**src/pkg/dsc_pkg.sv**
```systemverilog
// package: constants, state layout and types of the dsss coder block
package dsc_pkg;
  // timing
  localparam int unsigned CLK_NS = 50;
  localparam int unsigned ED_PERIOD_NS = 1000;
  localparam int unsigned ED_CYC = ED_PERIOD_NS / CLK_NS;
  localparam int unsigned ECS_VALID_NS = 17100;
  localparam int unsigned ECS_CYC = (ECS_VALID_NS + CLK_NS - 1) / CLK_NS;
  localparam logic [4:0] ED_LAST = 5'(ED_CYC - 1);
  localparam logic [8:0] ECS_LAST = 9'(ECS_CYC - 1);
  localparam logic [7:0] ECS_SHORT = 8'h40;
  localparam logic [7:0] ECS_LONG = 8'h80;
  // register indices, byte address is index times four
  localparam logic [5:0] IDX_ROT = 6'h05;
  localparam logic [5:0] IDX_POL = 6'h09;
  localparam logic [5:0] IDX_SEED = 6'h0f;
  localparam logic [5:0] IDX_TAP = 6'h10;
  localparam logic [5:0] IDX_ED = 6'h13;
  localparam logic [5:0] IDX_AQH = 6'h16;
  localparam logic [5:0] IDX_AQL = 6'h17;
  localparam logic [5:0] IDX_DTH = 6'h1a;
  localparam logic [5:0] IDX_DTL = 6'h1b;
  localparam logic [5:0] IDX_CTL = 6'h3c;
  localparam logic [5:0] IDX_STA = 6'h3d;
  // field positions
  localparam int unsigned CTL_SCR = 0;
  localparam int unsigned CTL_QPSK = 1;
  localparam int unsigned CTL_SEED = 2;
  localparam int unsigned CTL_ED = 3;
  localparam int unsigned CTL_ECS = 4;
  localparam int unsigned CTL_128 = 5;
  localparam int unsigned ROT_BIT = 7;
  localparam int unsigned POL_BIT = 5;
  // reset values
  localparam logic [7:0] TAP_RST = 8'h48;
  localparam logic [7:0] CTL_RST = 8'h19;
  localparam logic [5:0] ED_RST = 6'h20;
  localparam logic [5:0] ED_OFF = 6'h3f;
  typedef enum logic [1:0] {
    DM_DIFF = 2'b01,
    DM_COH = 2'b10
  } dsc_dm_t;
  typedef struct packed {
    logic rdy; logic err; logic [31:0] prd;
    logic [7:0] rot, pol, seed, tap, ctl, aqh, aql, dth, dtl;
    logic [5:0] edt;
    logic [6:0] tsr; logic half; logic hbit;
    logic tvld; logic [1:0] tph;
    logic [6:0] rsr; logic rvld; logic rbit;
    logic [5:0] rs1, rs2; logic pe1, pe2;
    logic ed; logic [4:0] edcnt;
    logic ecs; logic arm; logic [7:0] scnt;
    logic [8:0] vcnt; logic ecsok;
    logic cci; logic carrier_sense_acq;
    dsc_dm_t st; logic [15:0] integ, nco;
    logic [19:0] acc; logic [3:0] qcnt; logic [15:0] qual;
  } dsc_state_t;
endpackage

```
**src/core/dsc_top.sv**
```systemverilog
// dsss scrambler, dibit encoder, descrambler, cca and demod loop
// Overview of operation
// - dibit 00,01,11,10 steps phase by 0, +90, 180, -90 degrees
// - binary mode sends only dibits 00 and 11
// - rotation counterclockwise; both top config bits set reverse it
// - scrambler is 7-bit self-synchronizing register, taps from config
// - descrambler uses the same tap polynomial as the scrambler
// - all bits scrambled when enabled; a control bit disables it
// - output is data xor parity of tapped quotient bits held in register
// - seed loadable from seed register; optional, flush resyncs
// - header and preamble binary, data quaternary, switched automatically
// - clear indicator pin in real time from ed, ecs or both ored
// - energy detect is rssi above threshold; all ones disables it
// - with power enable low, energy detect still tracks channel
// - with power enable high, energy detect refreshes every microsecond
// - early sense is quality above threshold, at dwell end then per 64/128
// - early sense part valid 17.1 us after power enable rises
// - indicator never touches tx or rx; polarity from bit 5
// - acquisition and data threshold pairs; acquisition pair feeds ecs
// - differential demod during initial acquisition, coherent afterwards
// - phase errors drive nco via lead/lag filter; variance is quality
//
// The register offsets and the APB slave port were chosen for this implementation.
`timescale 1ns/1ns
module dsc_top (
  input wire logic CLK,
  input wire logic ARST_N,
  input wire logic PSEL,
  input wire logic PENABLE,
  input wire logic PWRITE,
  input wire logic [7:0] PADDR,
  input wire logic [31:0] PWDATA,
  output logic [31:0] PRDATA,
  output logic PREADY,
  output logic PSLVERR,
  input wire logic TX_BIT_VALID,
  input wire logic TX_BIT,
  input wire logic TX_IN_HEADER,
  output logic TX_PHASE_VALID,
  output logic [1:0] TX_PHASE,
  input wire logic RX_BIT_VALID,
  input wire logic RX_BIT,
  output logic RX_DATA_VALID,
  output logic RX_DATA,
  input wire logic [5:0] RSSI,
  input wire logic RX_POWER_ENABLE,
  input wire logic [15:0] CORRELATION_QUALITY,
  input wire logic DWELL_END,
  input wire logic SYMBOL_STROBE,
  input wire logic RX_DATA_READY,
  input wire logic ACQ_DONE,
  input wire logic PHASE_ERR_VALID,
  input wire logic [7:0] PHASE_ERR,
  output logic CHANNEL_CLEAR_INDICATOR,
  output logic CARRIER_SENSE_ACQ,
  output logic COHERENT,
  output logic [15:0] NCO_CTRL,
  output logic [15:0] SIGNAL_QUALITY
);
  logic rst_s1, rst_s2, rst_n;
  dsc_pkg::dsc_state_t q, n;
  logic acc_en, hit, wr, scr_en, rev, bpsk;
  logic tfb, sb, rfb, ed_raw, ecs_raw, busy;
  logic [5:0] idx;
  logic [1:0] step;
  logic [7:0] lim;
  logic [15:0] ecs_thr, crs_thr;
  logic signed [15:0] sq, serr;

  // reset released through two flops
  always_ff @(posedge CLK or negedge ARST_N) begin
    if (!ARST_N) begin
      rst_s1 <= 1'b0;
      rst_s2 <= 1'b0;
    end else begin
      rst_s1 <= 1'b1;
      rst_s2 <= rst_s1;
    end
  end
  assign rst_n = rst_s2;

  assign idx = PADDR[7:2];
  assign acc_en = PSEL & PENABLE;
  assign hit = acc_en & q.rdy;
  assign wr = hit & PWRITE & ~q.err;
  assign scr_en = q.ctl[dsc_pkg::CTL_SCR];
  assign rev = q.tap[dsc_pkg::ROT_BIT] & q.rot[dsc_pkg::ROT_BIT];
  assign bpsk = TX_IN_HEADER | ~q.ctl[dsc_pkg::CTL_QPSK];
  assign tfb = ^(q.tsr & q.tap[6:0]);
  assign sb = scr_en ? (TX_BIT ^ tfb) : TX_BIT;
  assign rfb = ^(q.rsr & q.tap[6:0]);
  assign ed_raw = (q.edt != dsc_pkg::ED_OFF) && (q.rs2 > q.edt);
  // acquisition pair also sets ecs threshold
  assign ecs_thr = {q.aqh, q.aql};
  assign crs_thr = RX_DATA_READY ? {q.dth, q.dtl} : ecs_thr;
  assign ecs_raw = CORRELATION_QUALITY > ecs_thr;
  assign lim = q.ctl[dsc_pkg::CTL_128] ? dsc_pkg::ECS_LONG : dsc_pkg::ECS_SHORT;
  assign busy = (q.ctl[dsc_pkg::CTL_ED] & q.ed)
    | (q.ctl[dsc_pkg::CTL_ECS] & q.ecs & q.ecsok);
  assign serr = {{8{PHASE_ERR[7]}}, PHASE_ERR};
  assign sq = serr * serr;

  always_comb begin
    n = q;
    step = 2'b00;
    // apb: one wait state, answer on second access cycle
    n.rdy = acc_en & ~q.rdy;
    // error flag stands only with the answer, so the pin needs no gate
    n.err = 1'b0;
    if (acc_en & ~q.rdy) begin
      n.prd = 32'h0;
      case (idx)
        dsc_pkg::IDX_ROT: n.prd[7:0] = q.rot;
        dsc_pkg::IDX_POL: n.prd[7:0] = q.pol;
        dsc_pkg::IDX_SEED: n.prd[7:0] = q.seed;
        dsc_pkg::IDX_TAP: n.prd[7:0] = q.tap;
        dsc_pkg::IDX_ED: n.prd[5:0] = q.edt;
        dsc_pkg::IDX_AQH: n.prd[7:0] = q.aqh;
        dsc_pkg::IDX_AQL: n.prd[7:0] = q.aql;
        dsc_pkg::IDX_DTH: n.prd[7:0] = q.dth;
        dsc_pkg::IDX_DTL: n.prd[7:0] = q.dtl;
        dsc_pkg::IDX_CTL: n.prd[7:0] = q.ctl;
        dsc_pkg::IDX_STA: n.prd = {q.qual, 8'h00, 2'b00, q.carrier_sense_acq, q.st == dsc_pkg::DM_COH,
          q.cci, q.ecsok, q.ecs, q.ed};
        default: n.err = 1'b1;
      endcase
    end
    if (wr) begin
      case (idx)
        dsc_pkg::IDX_ROT: n.rot = PWDATA[7:0];
        dsc_pkg::IDX_POL: n.pol = PWDATA[7:0];
        dsc_pkg::IDX_SEED: n.seed = PWDATA[7:0];
        dsc_pkg::IDX_TAP: n.tap = PWDATA[7:0];
        dsc_pkg::IDX_ED: n.edt = PWDATA[5:0];
        dsc_pkg::IDX_AQH: n.aqh = PWDATA[7:0];
        dsc_pkg::IDX_AQL: n.aql = PWDATA[7:0];
        dsc_pkg::IDX_DTH: n.dth = PWDATA[7:0];
        dsc_pkg::IDX_DTL: n.dtl = PWDATA[7:0];
        dsc_pkg::IDX_CTL: begin
          n.ctl = PWDATA[7:0];
          n.ctl[dsc_pkg::CTL_SEED] = 1'b0;
        end
        default: n.err = 1'b0;
      endcase
    end
    // transmit scrambler and encoder
    n.tvld = 1'b0;
    if (TX_BIT_VALID) begin
      if (scr_en) begin
        n.tsr = {q.tsr[5:0], sb};
      end
      if (bpsk) begin
        step = {sb, sb};
        n.tvld = 1'b1;
        n.half = 1'b0;
      end else if (!q.half) begin
        n.hbit = sb;
        n.half = 1'b1;
      end else begin
        step = {q.hbit, sb};
        n.tvld = 1'b1;
        n.half = 1'b0;
      end
    end
    if (n.tvld) begin
      case (step)
        2'b00: step = 2'b00;
        2'b01: step = 2'b01;
        2'b11: step = 2'b10;
        2'b10: step = 2'b11;
        default: step = 2'b00;
      endcase
      if (rev) begin
        step = -step;
      end
      n.tph = q.tph + step;
    end
    // optional seed load, wins over a shift
    if (wr && idx == dsc_pkg::IDX_CTL && PWDATA[dsc_pkg::CTL_SEED]) begin
      n.tsr = q.seed[6:0];
      n.half = 1'b0;
    end
    // receive descrambler
    n.rvld = RX_BIT_VALID;
    if (RX_BIT_VALID) begin
      n.rbit = scr_en ? (RX_BIT ^ rfb) : RX_BIT;
      n.rsr = {q.rsr[5:0], RX_BIT};
    end
    // pin synchronisers
    n.rs1 = RSSI;
    n.rs2 = q.rs1;
    n.pe1 = RX_POWER_ENABLE;
    n.pe2 = q.pe1;
    if (!q.pe2) begin
      // energy tracked with power enable low
      n.ed = ed_raw;
      n.edcnt = 5'h00;
      n.vcnt = 9'h000;
      n.ecsok = 1'b0;
      n.ecs = 1'b0;
      n.arm = 1'b0;
      n.scnt = 8'h00;
      n.st = dsc_pkg::DM_DIFF;
    end else begin
      if (q.edcnt == dsc_pkg::ED_LAST) begin
        n.ed = ed_raw;
        n.edcnt = 5'h00;
      end else begin
        n.edcnt = q.edcnt + 5'h01;
      end
      // early sense blanked until valid time
      if (q.vcnt == dsc_pkg::ECS_LAST) begin
        n.ecsok = 1'b1;
      end else begin
        n.vcnt = q.vcnt + 9'h001;
      end
      // dwell end, then every 64 or 128 symbols
      if (DWELL_END) begin
        n.ecs = ecs_raw;
        n.arm = 1'b1;
        n.scnt = 8'h00;
      end else if (q.arm && SYMBOL_STROBE) begin
        if (q.scnt == lim - 8'h01) begin
          n.ecs = ecs_raw;
          n.scnt = 8'h00;
        end else begin
          n.scnt = q.scnt + 8'h01;
        end
      end
      case (q.st)
        dsc_pkg::DM_DIFF: if (ACQ_DONE) n.st = dsc_pkg::DM_COH;
        dsc_pkg::DM_COH: n.st = dsc_pkg::DM_COH;
        default: n.st = dsc_pkg::DM_DIFF;
      endcase
    end
    n.cci = ~busy ^ q.pol[dsc_pkg::POL_BIT];
    // acquisition or data pair for carrier sense
    n.carrier_sense_acq = q.pe2 & (CORRELATION_QUALITY > crs_thr);
    if (PHASE_ERR_VALID) begin
      if (q.st == dsc_pkg::DM_COH) begin
        n.integ = q.integ + serr;
        n.nco = n.integ + (serr <<< 2);
      end
      n.acc = q.acc + {4'h0, sq};
      n.qcnt = q.qcnt + 4'h1;
      if (q.qcnt == 4'hf) begin
        n.qual = n.acc[19:4];
        n.acc = 20'h00000;
      end
    end
    if (q.st == dsc_pkg::DM_DIFF) begin
      n.integ = 16'h0000;
      n.nco = 16'h0000;
    end
  end

  always_ff @(posedge CLK or negedge rst_n) begin
    if (!rst_n) begin
      q <= '0;
      q.tap <= dsc_pkg::TAP_RST;
      q.ctl <= dsc_pkg::CTL_RST;
      q.edt <= dsc_pkg::ED_RST;
      q.st <= dsc_pkg::DM_DIFF;
      q.cci <= 1'b1;
    end else begin
      q <= n;
    end
  end

  assign PRDATA = q.prd;
  assign PREADY = q.rdy;
  assign PSLVERR = q.err;
  assign TX_PHASE_VALID = q.tvld;
  assign TX_PHASE = q.tph;
  assign RX_DATA_VALID = q.rvld;
  assign RX_DATA = q.rbit;
  assign CHANNEL_CLEAR_INDICATOR = q.cci;
  assign CARRIER_SENSE_ACQ = q.carrier_sense_acq;
  // one-hot state, so the coherent bit is a flop of its own
  assign COHERENT = q.st[1];
  assign NCO_CTRL = q.nco;
  assign SIGNAL_QUALITY = q.qual;
endmodule // dsc_top

```
**config.mk**
```make
export PLATFORM = sky130hd
export DESIGN_NAME = dsc_top
export DESIGN_NICKNAME = d
export VERILOG_FILES = /design/src/pkg/dsc_pkg.sv /design/src/core/dsc_top.sv
export SDC_FILE = /design/constraint.sdc
export NUM_CORES = 1
export LEC_CHECK = 0
export BUFFER_PORTS_ARGS = -buffer_cell sky130_fd_sc_hd__buf_2
export CORE_MARGIN = 1
export CORE_UTILIZATION = 55
export DETAILED_ROUTE_END_ITERATION = 7
export PLACE_DENSITY = 0.86
export SLEW_MARGIN = 20
export SYNTH_ARGS = -nofsm -noshare
export SYNTH_HDL_FRONTEND = slang
export SYNTH_SLANG_ARGS = --single-unit
```
**constraint.sdc**
```tcl
create_clock -name CLK -period 10.2 [get_ports CLK]
set_input_delay 2.55 -clock CLK [delete_from_list [all_inputs] [get_ports CLK]]
set_output_delay 2.55 -clock CLK [all_outputs]
set_load 0.01 [all_outputs]
```
==> summary.md <==
| Metric | Value |
|---|---|
| Synth area leaders | dfrtp_1 (37%), ha_1 (9.6%), fa_1 (5.8%), mux2_2 (5.1%), nand2_1 (4.0%) |
| Synth Cell Area | between 0.015 and 0.02 mm2 |
| Rows | between 60 and 70 |
| Met1 Use GR | 0.314 |
| Asr flop ratio synth | 1.00 |
| Leak pwr | roughly 8.5 nW |
| Synth Instances | between 1500 and 2000 |
| Number of setup violations in the final report | 0 |
| Hold path start | rst_s1 |
| Worst-margin pin slew | ~1.1 ns |
| Minimum clock period | approximately 8.1 ns |
| Hold path depth | 0 |
| Final worst slack | ~2.1 ns |
| Initial Util | 0.560 |
| Clock Path Buffers | 3 |
| Post-CTS setup buffers | 0 |
| H-tree level count | 1 |
| Initial antenna violation count | 4 |
| Hold_buf cts | 0 |
| Crit path max fanout | 30 |
| Max-slew headroom at the worst pin | 0.247 |
| Routed Antenna Nets | 0 |
| Share of cells above drive strength 1 | 0.175 |
| Reg clk slew, reported paths | about 0.060 ns |
| Final Cell Area | approximately 0.017 mm2 |
| Fin. max-slew vios | 0 |
| Reg2reg start | q[56] |
| Reg2reg end | NCO_CTRL[15] |
| Die area | about 0.029 mm2 |
| Synth Register Bits | between 200 and 250 |
| Worst Clk Skew | roughly 0.03 ns |
| Placed Cells | between 1500 and 2000 |
| Core ar. | 0.0279 mm2 |
| Syn_area_per_cell | about 10 um2 |
| WP data required | 10.65 ns |
| Pin count of the biggest net entering global routing | about 180 |
| # nets final | 1844 |
| Busiest layer in global routing | met2 |
| Drt drc | 0 |
| Period utilization | 0.793 |
| Max-Cap Viols | 0 |
| Power Total | roughly 4.7 mW |
| DR vias | about 12000 |
| Multi-input gate area in the final layout | around 0.0084 mm2 |
| Finished Layout Cells | 1996 |
| WL final | ~37000 um |
| Synth-to-layout area growth | 9.17% |
| CTS Buf Count | 28 |
| FMAX | between 0.1 and 0.15 GHz |
| Hold endpoint | rst_n |
| Gr usage total | 0.261 |
| Worst Hold Class | reg -> reg |
| Via/cell ratio | 5.82 |
| CTS tree | built |
| Crit end category | flop |
| Synth area leader | dfrtp_1 |
| Hold Fails Final Rpt | 0 |
| Worst slack at placement | 1.56 ns |
| Reg area | about 0.006 mm2 |
| Netlist cell types | 82 |
| Root Buffer | clkbuf_16 |
| Synth top area share | 0.372 |
| Post-DP Area | 0.0161 mm2 |
| Flop2flop setup slack | approximately 6.2 ns |
| CP Class | in -> reg |
| Vias in the first global route | approximately 12000 |
| WP data arrival | between 8 and 9 ns |
| Power per cell area | roughly 270 mW/mm2 |
| RSZ-0062 raised after global routing | false |
| Worst-Skew Late Latency | roughly 0.57 ns |
| Status | completed |
| Fillers | roughly 2200 |
| Fin Hold WS | roughly 0.35 ns |
| Post-synth EDFFs | 0 |
| First-pass GRT wire length | 60300 um |
| Post-cts gate resize count | 0 |
| Final GP Congestion | ~0.93 |
| IO Pins | 160 |
| Setup TNS Final | 0 ns |
| Max IR drop VDD | 0.000370 V |
| Post-synthesis sequential area ratio | 0.386 |
| Met3 GRT Util | 0.0560 |
| DR pass1 iterations | 5 |
| I/O Buffers | between 100 and 150 |
| Post-synth top flop | dfrtp_1 |
| Global route overflow | 0 |
| WL/cell | 18.5 um |
| R2R cell count | 18 |
| Met2 Usage GRT | 0.453 |
| Die height | 170 um |
| Dpl hpwl | between 20000 and 30000 um |
| Clock sink total | 240 |
| Synth warn | 0 |
| 1st-iter DRT viols | between 900 and 1000 |
| Final core utilization | 0.612 |
| Startpoint Class | primary input |
| Overall die width | about 170 um |
==> cell usage after synthesis, types with 4 or more instances <==
| cell | n |
|---|---|
| fa_1 | 45 |
| nor2_1 | 42 |
| o211ai_1 | 4 |
| a22oi_1 | 15 |
| nor2b_1 | 24 |
| o21ai_1 | 10 |
| ha_1 | 120 |
| nand2b_1 | 18 |
| dfstp_2 | 8 |
| o21bai_1 | 7 |
| a21o_1 | 27 |
| o21a_1 | 14 |
| inv_1 | 130 |
| a221oi_1 | 9 |
| and4_1 | 4 |
| dfrtp_1 | 232 |
| o31ai_1 | 7 |
| xor2_1 | 29 |
| nor3_2 | 4 |
| a22o_1 | 29 |
| xnor2_1 | 61 |
| nor3_1 | 5 |
| clkbuf_1 | 33 |
| or2_2 | 4 |
| buf_4 | 67 |
| and3_1 | 9 |
| and2_1 | 23 |
| a31oi_1 | 12 |
| a222oi_1 | 7 |
| nand3_1 | 36 |
| buf_2 | 14 |
| o21ai_0 | 77 |
| o22ai_1 | 4 |
| mux2_2 | 70 |
| o2bb2ai_1 | 12 |
| a21oi_1 | 64 |
| a221o_1 | 4 |
| nand4_1 | 12 |
| mux2i_1 | 25 |
| nand2_1 | 165 |
==> cell usage in the layout (no fill, tap or decap), types with 12 or more instances in the layout <==
cell / instances
a21o_1: 27
a21oi_1: 64
a22o_1: 29
a22oi_1: 15
a31oi_1: 12
and2_1: 23
buf_2: 125
clkbuf_16: 28
dfrtp_1: 231
fa_1: 45
ha_1: 120
inv_1: 130
mux2_2: 70
mux2i_1: 25
nand2_1: 165
nand2b_1: 18
nand3_1: 36
nand4_1: 12
nor2_1: 41
nor2b_1: 24
o21a_1: 14
o21ai_0: 77
o2bb2ai_1: 12
xnor2_1: 61
xor2_1: 29
==> layer usage <==
layer / vias up / wire length (um)
met5: - / 20
met1: 5761 / 14800
met2: 366 / 18300
li1: 5383 / -
met3: 105 / 2400
met4: 4 / 1420
==> registers in the layout, indices dropped and copies added (netlist names), 2 cells and up <==
name / count
TX_PHASE: 2
SIGNAL_QUALITY: 16
q: 151
n: 7
ecs_thr: 16
PRDATA: 24
NCO_CTRL: 14
==> area by class of cell <==
class,instances,area share
clock inverter,14,0.0118
clock buffer,38,0.0439
tap,378,0.0278
sequential,240,0.353
antenna,3,0.000441
multi-input combinational,1061,0.494
inverter,132,0.0291
timing repair buffer,130,0.0397
==> power breakdown <==
group          switching (mW)  internal [mW]
logic                    1.41           1.01
clock network           0.406          0.618
registers               0.111           1.11
total                    1.93           2.73
==> worst max-delay path, cell delays in order <==
cell and delay [ns]:
buf_2 0.46, nor2b_1 0.23, xnor2_1 0.11, ha_1 0.20, a31o_2 0.22, fa_1 0.50
fa_1 0.56, inv_1 0.06, fa_1 0.53, inv_1 0.05, ha_1 0.32, a21oi_1 0.21
nor2b_1 0.11, o21a_1 0.19, nor2_1 0.11, xnor2_1 0.15, ha_1 0.32, a21oi_1 0.23
o21ai_1 0.09, a21oi_1 0.26, nand2_1 0.08, a221o_1 0.41, a21oi_2 0.22, nor3_1 0.07
a221o_1 0.29
==> worst max-delay path by stage <==
| stage | startpoint | end | depth (start not counted) |
|---|---|---|---|
| final | PHASE_ERR[7] | q[36] | 25 |
| after global routing | PHASE_ERR[7] | q[36] | 23 |
| after CTS | PHASE_ERR[7] | q[36] | 25 |
| after detailed placement | PHASE_ERR[7] | q[36] | 25 |
| after global placement | PHASE_ERR[7] | q[36] | 23 |
| after floorplan | PHASE_ERR[2] | q[36] | 22 |
==> cells by family after synthesis <==
logic type / share of synthesized area
AND/OR/NAND/NOR: 0.119
flip-flops: 0.386
multiplexers: 0.0665
buffers and inverters: 0.0776
adder cells (fa/ha/maj): 0.154
XOR/XNOR: 0.0544
AO/OA/AOI/OAI: 0.142
other: 0.000481
(Power assumes the default switching activity.)
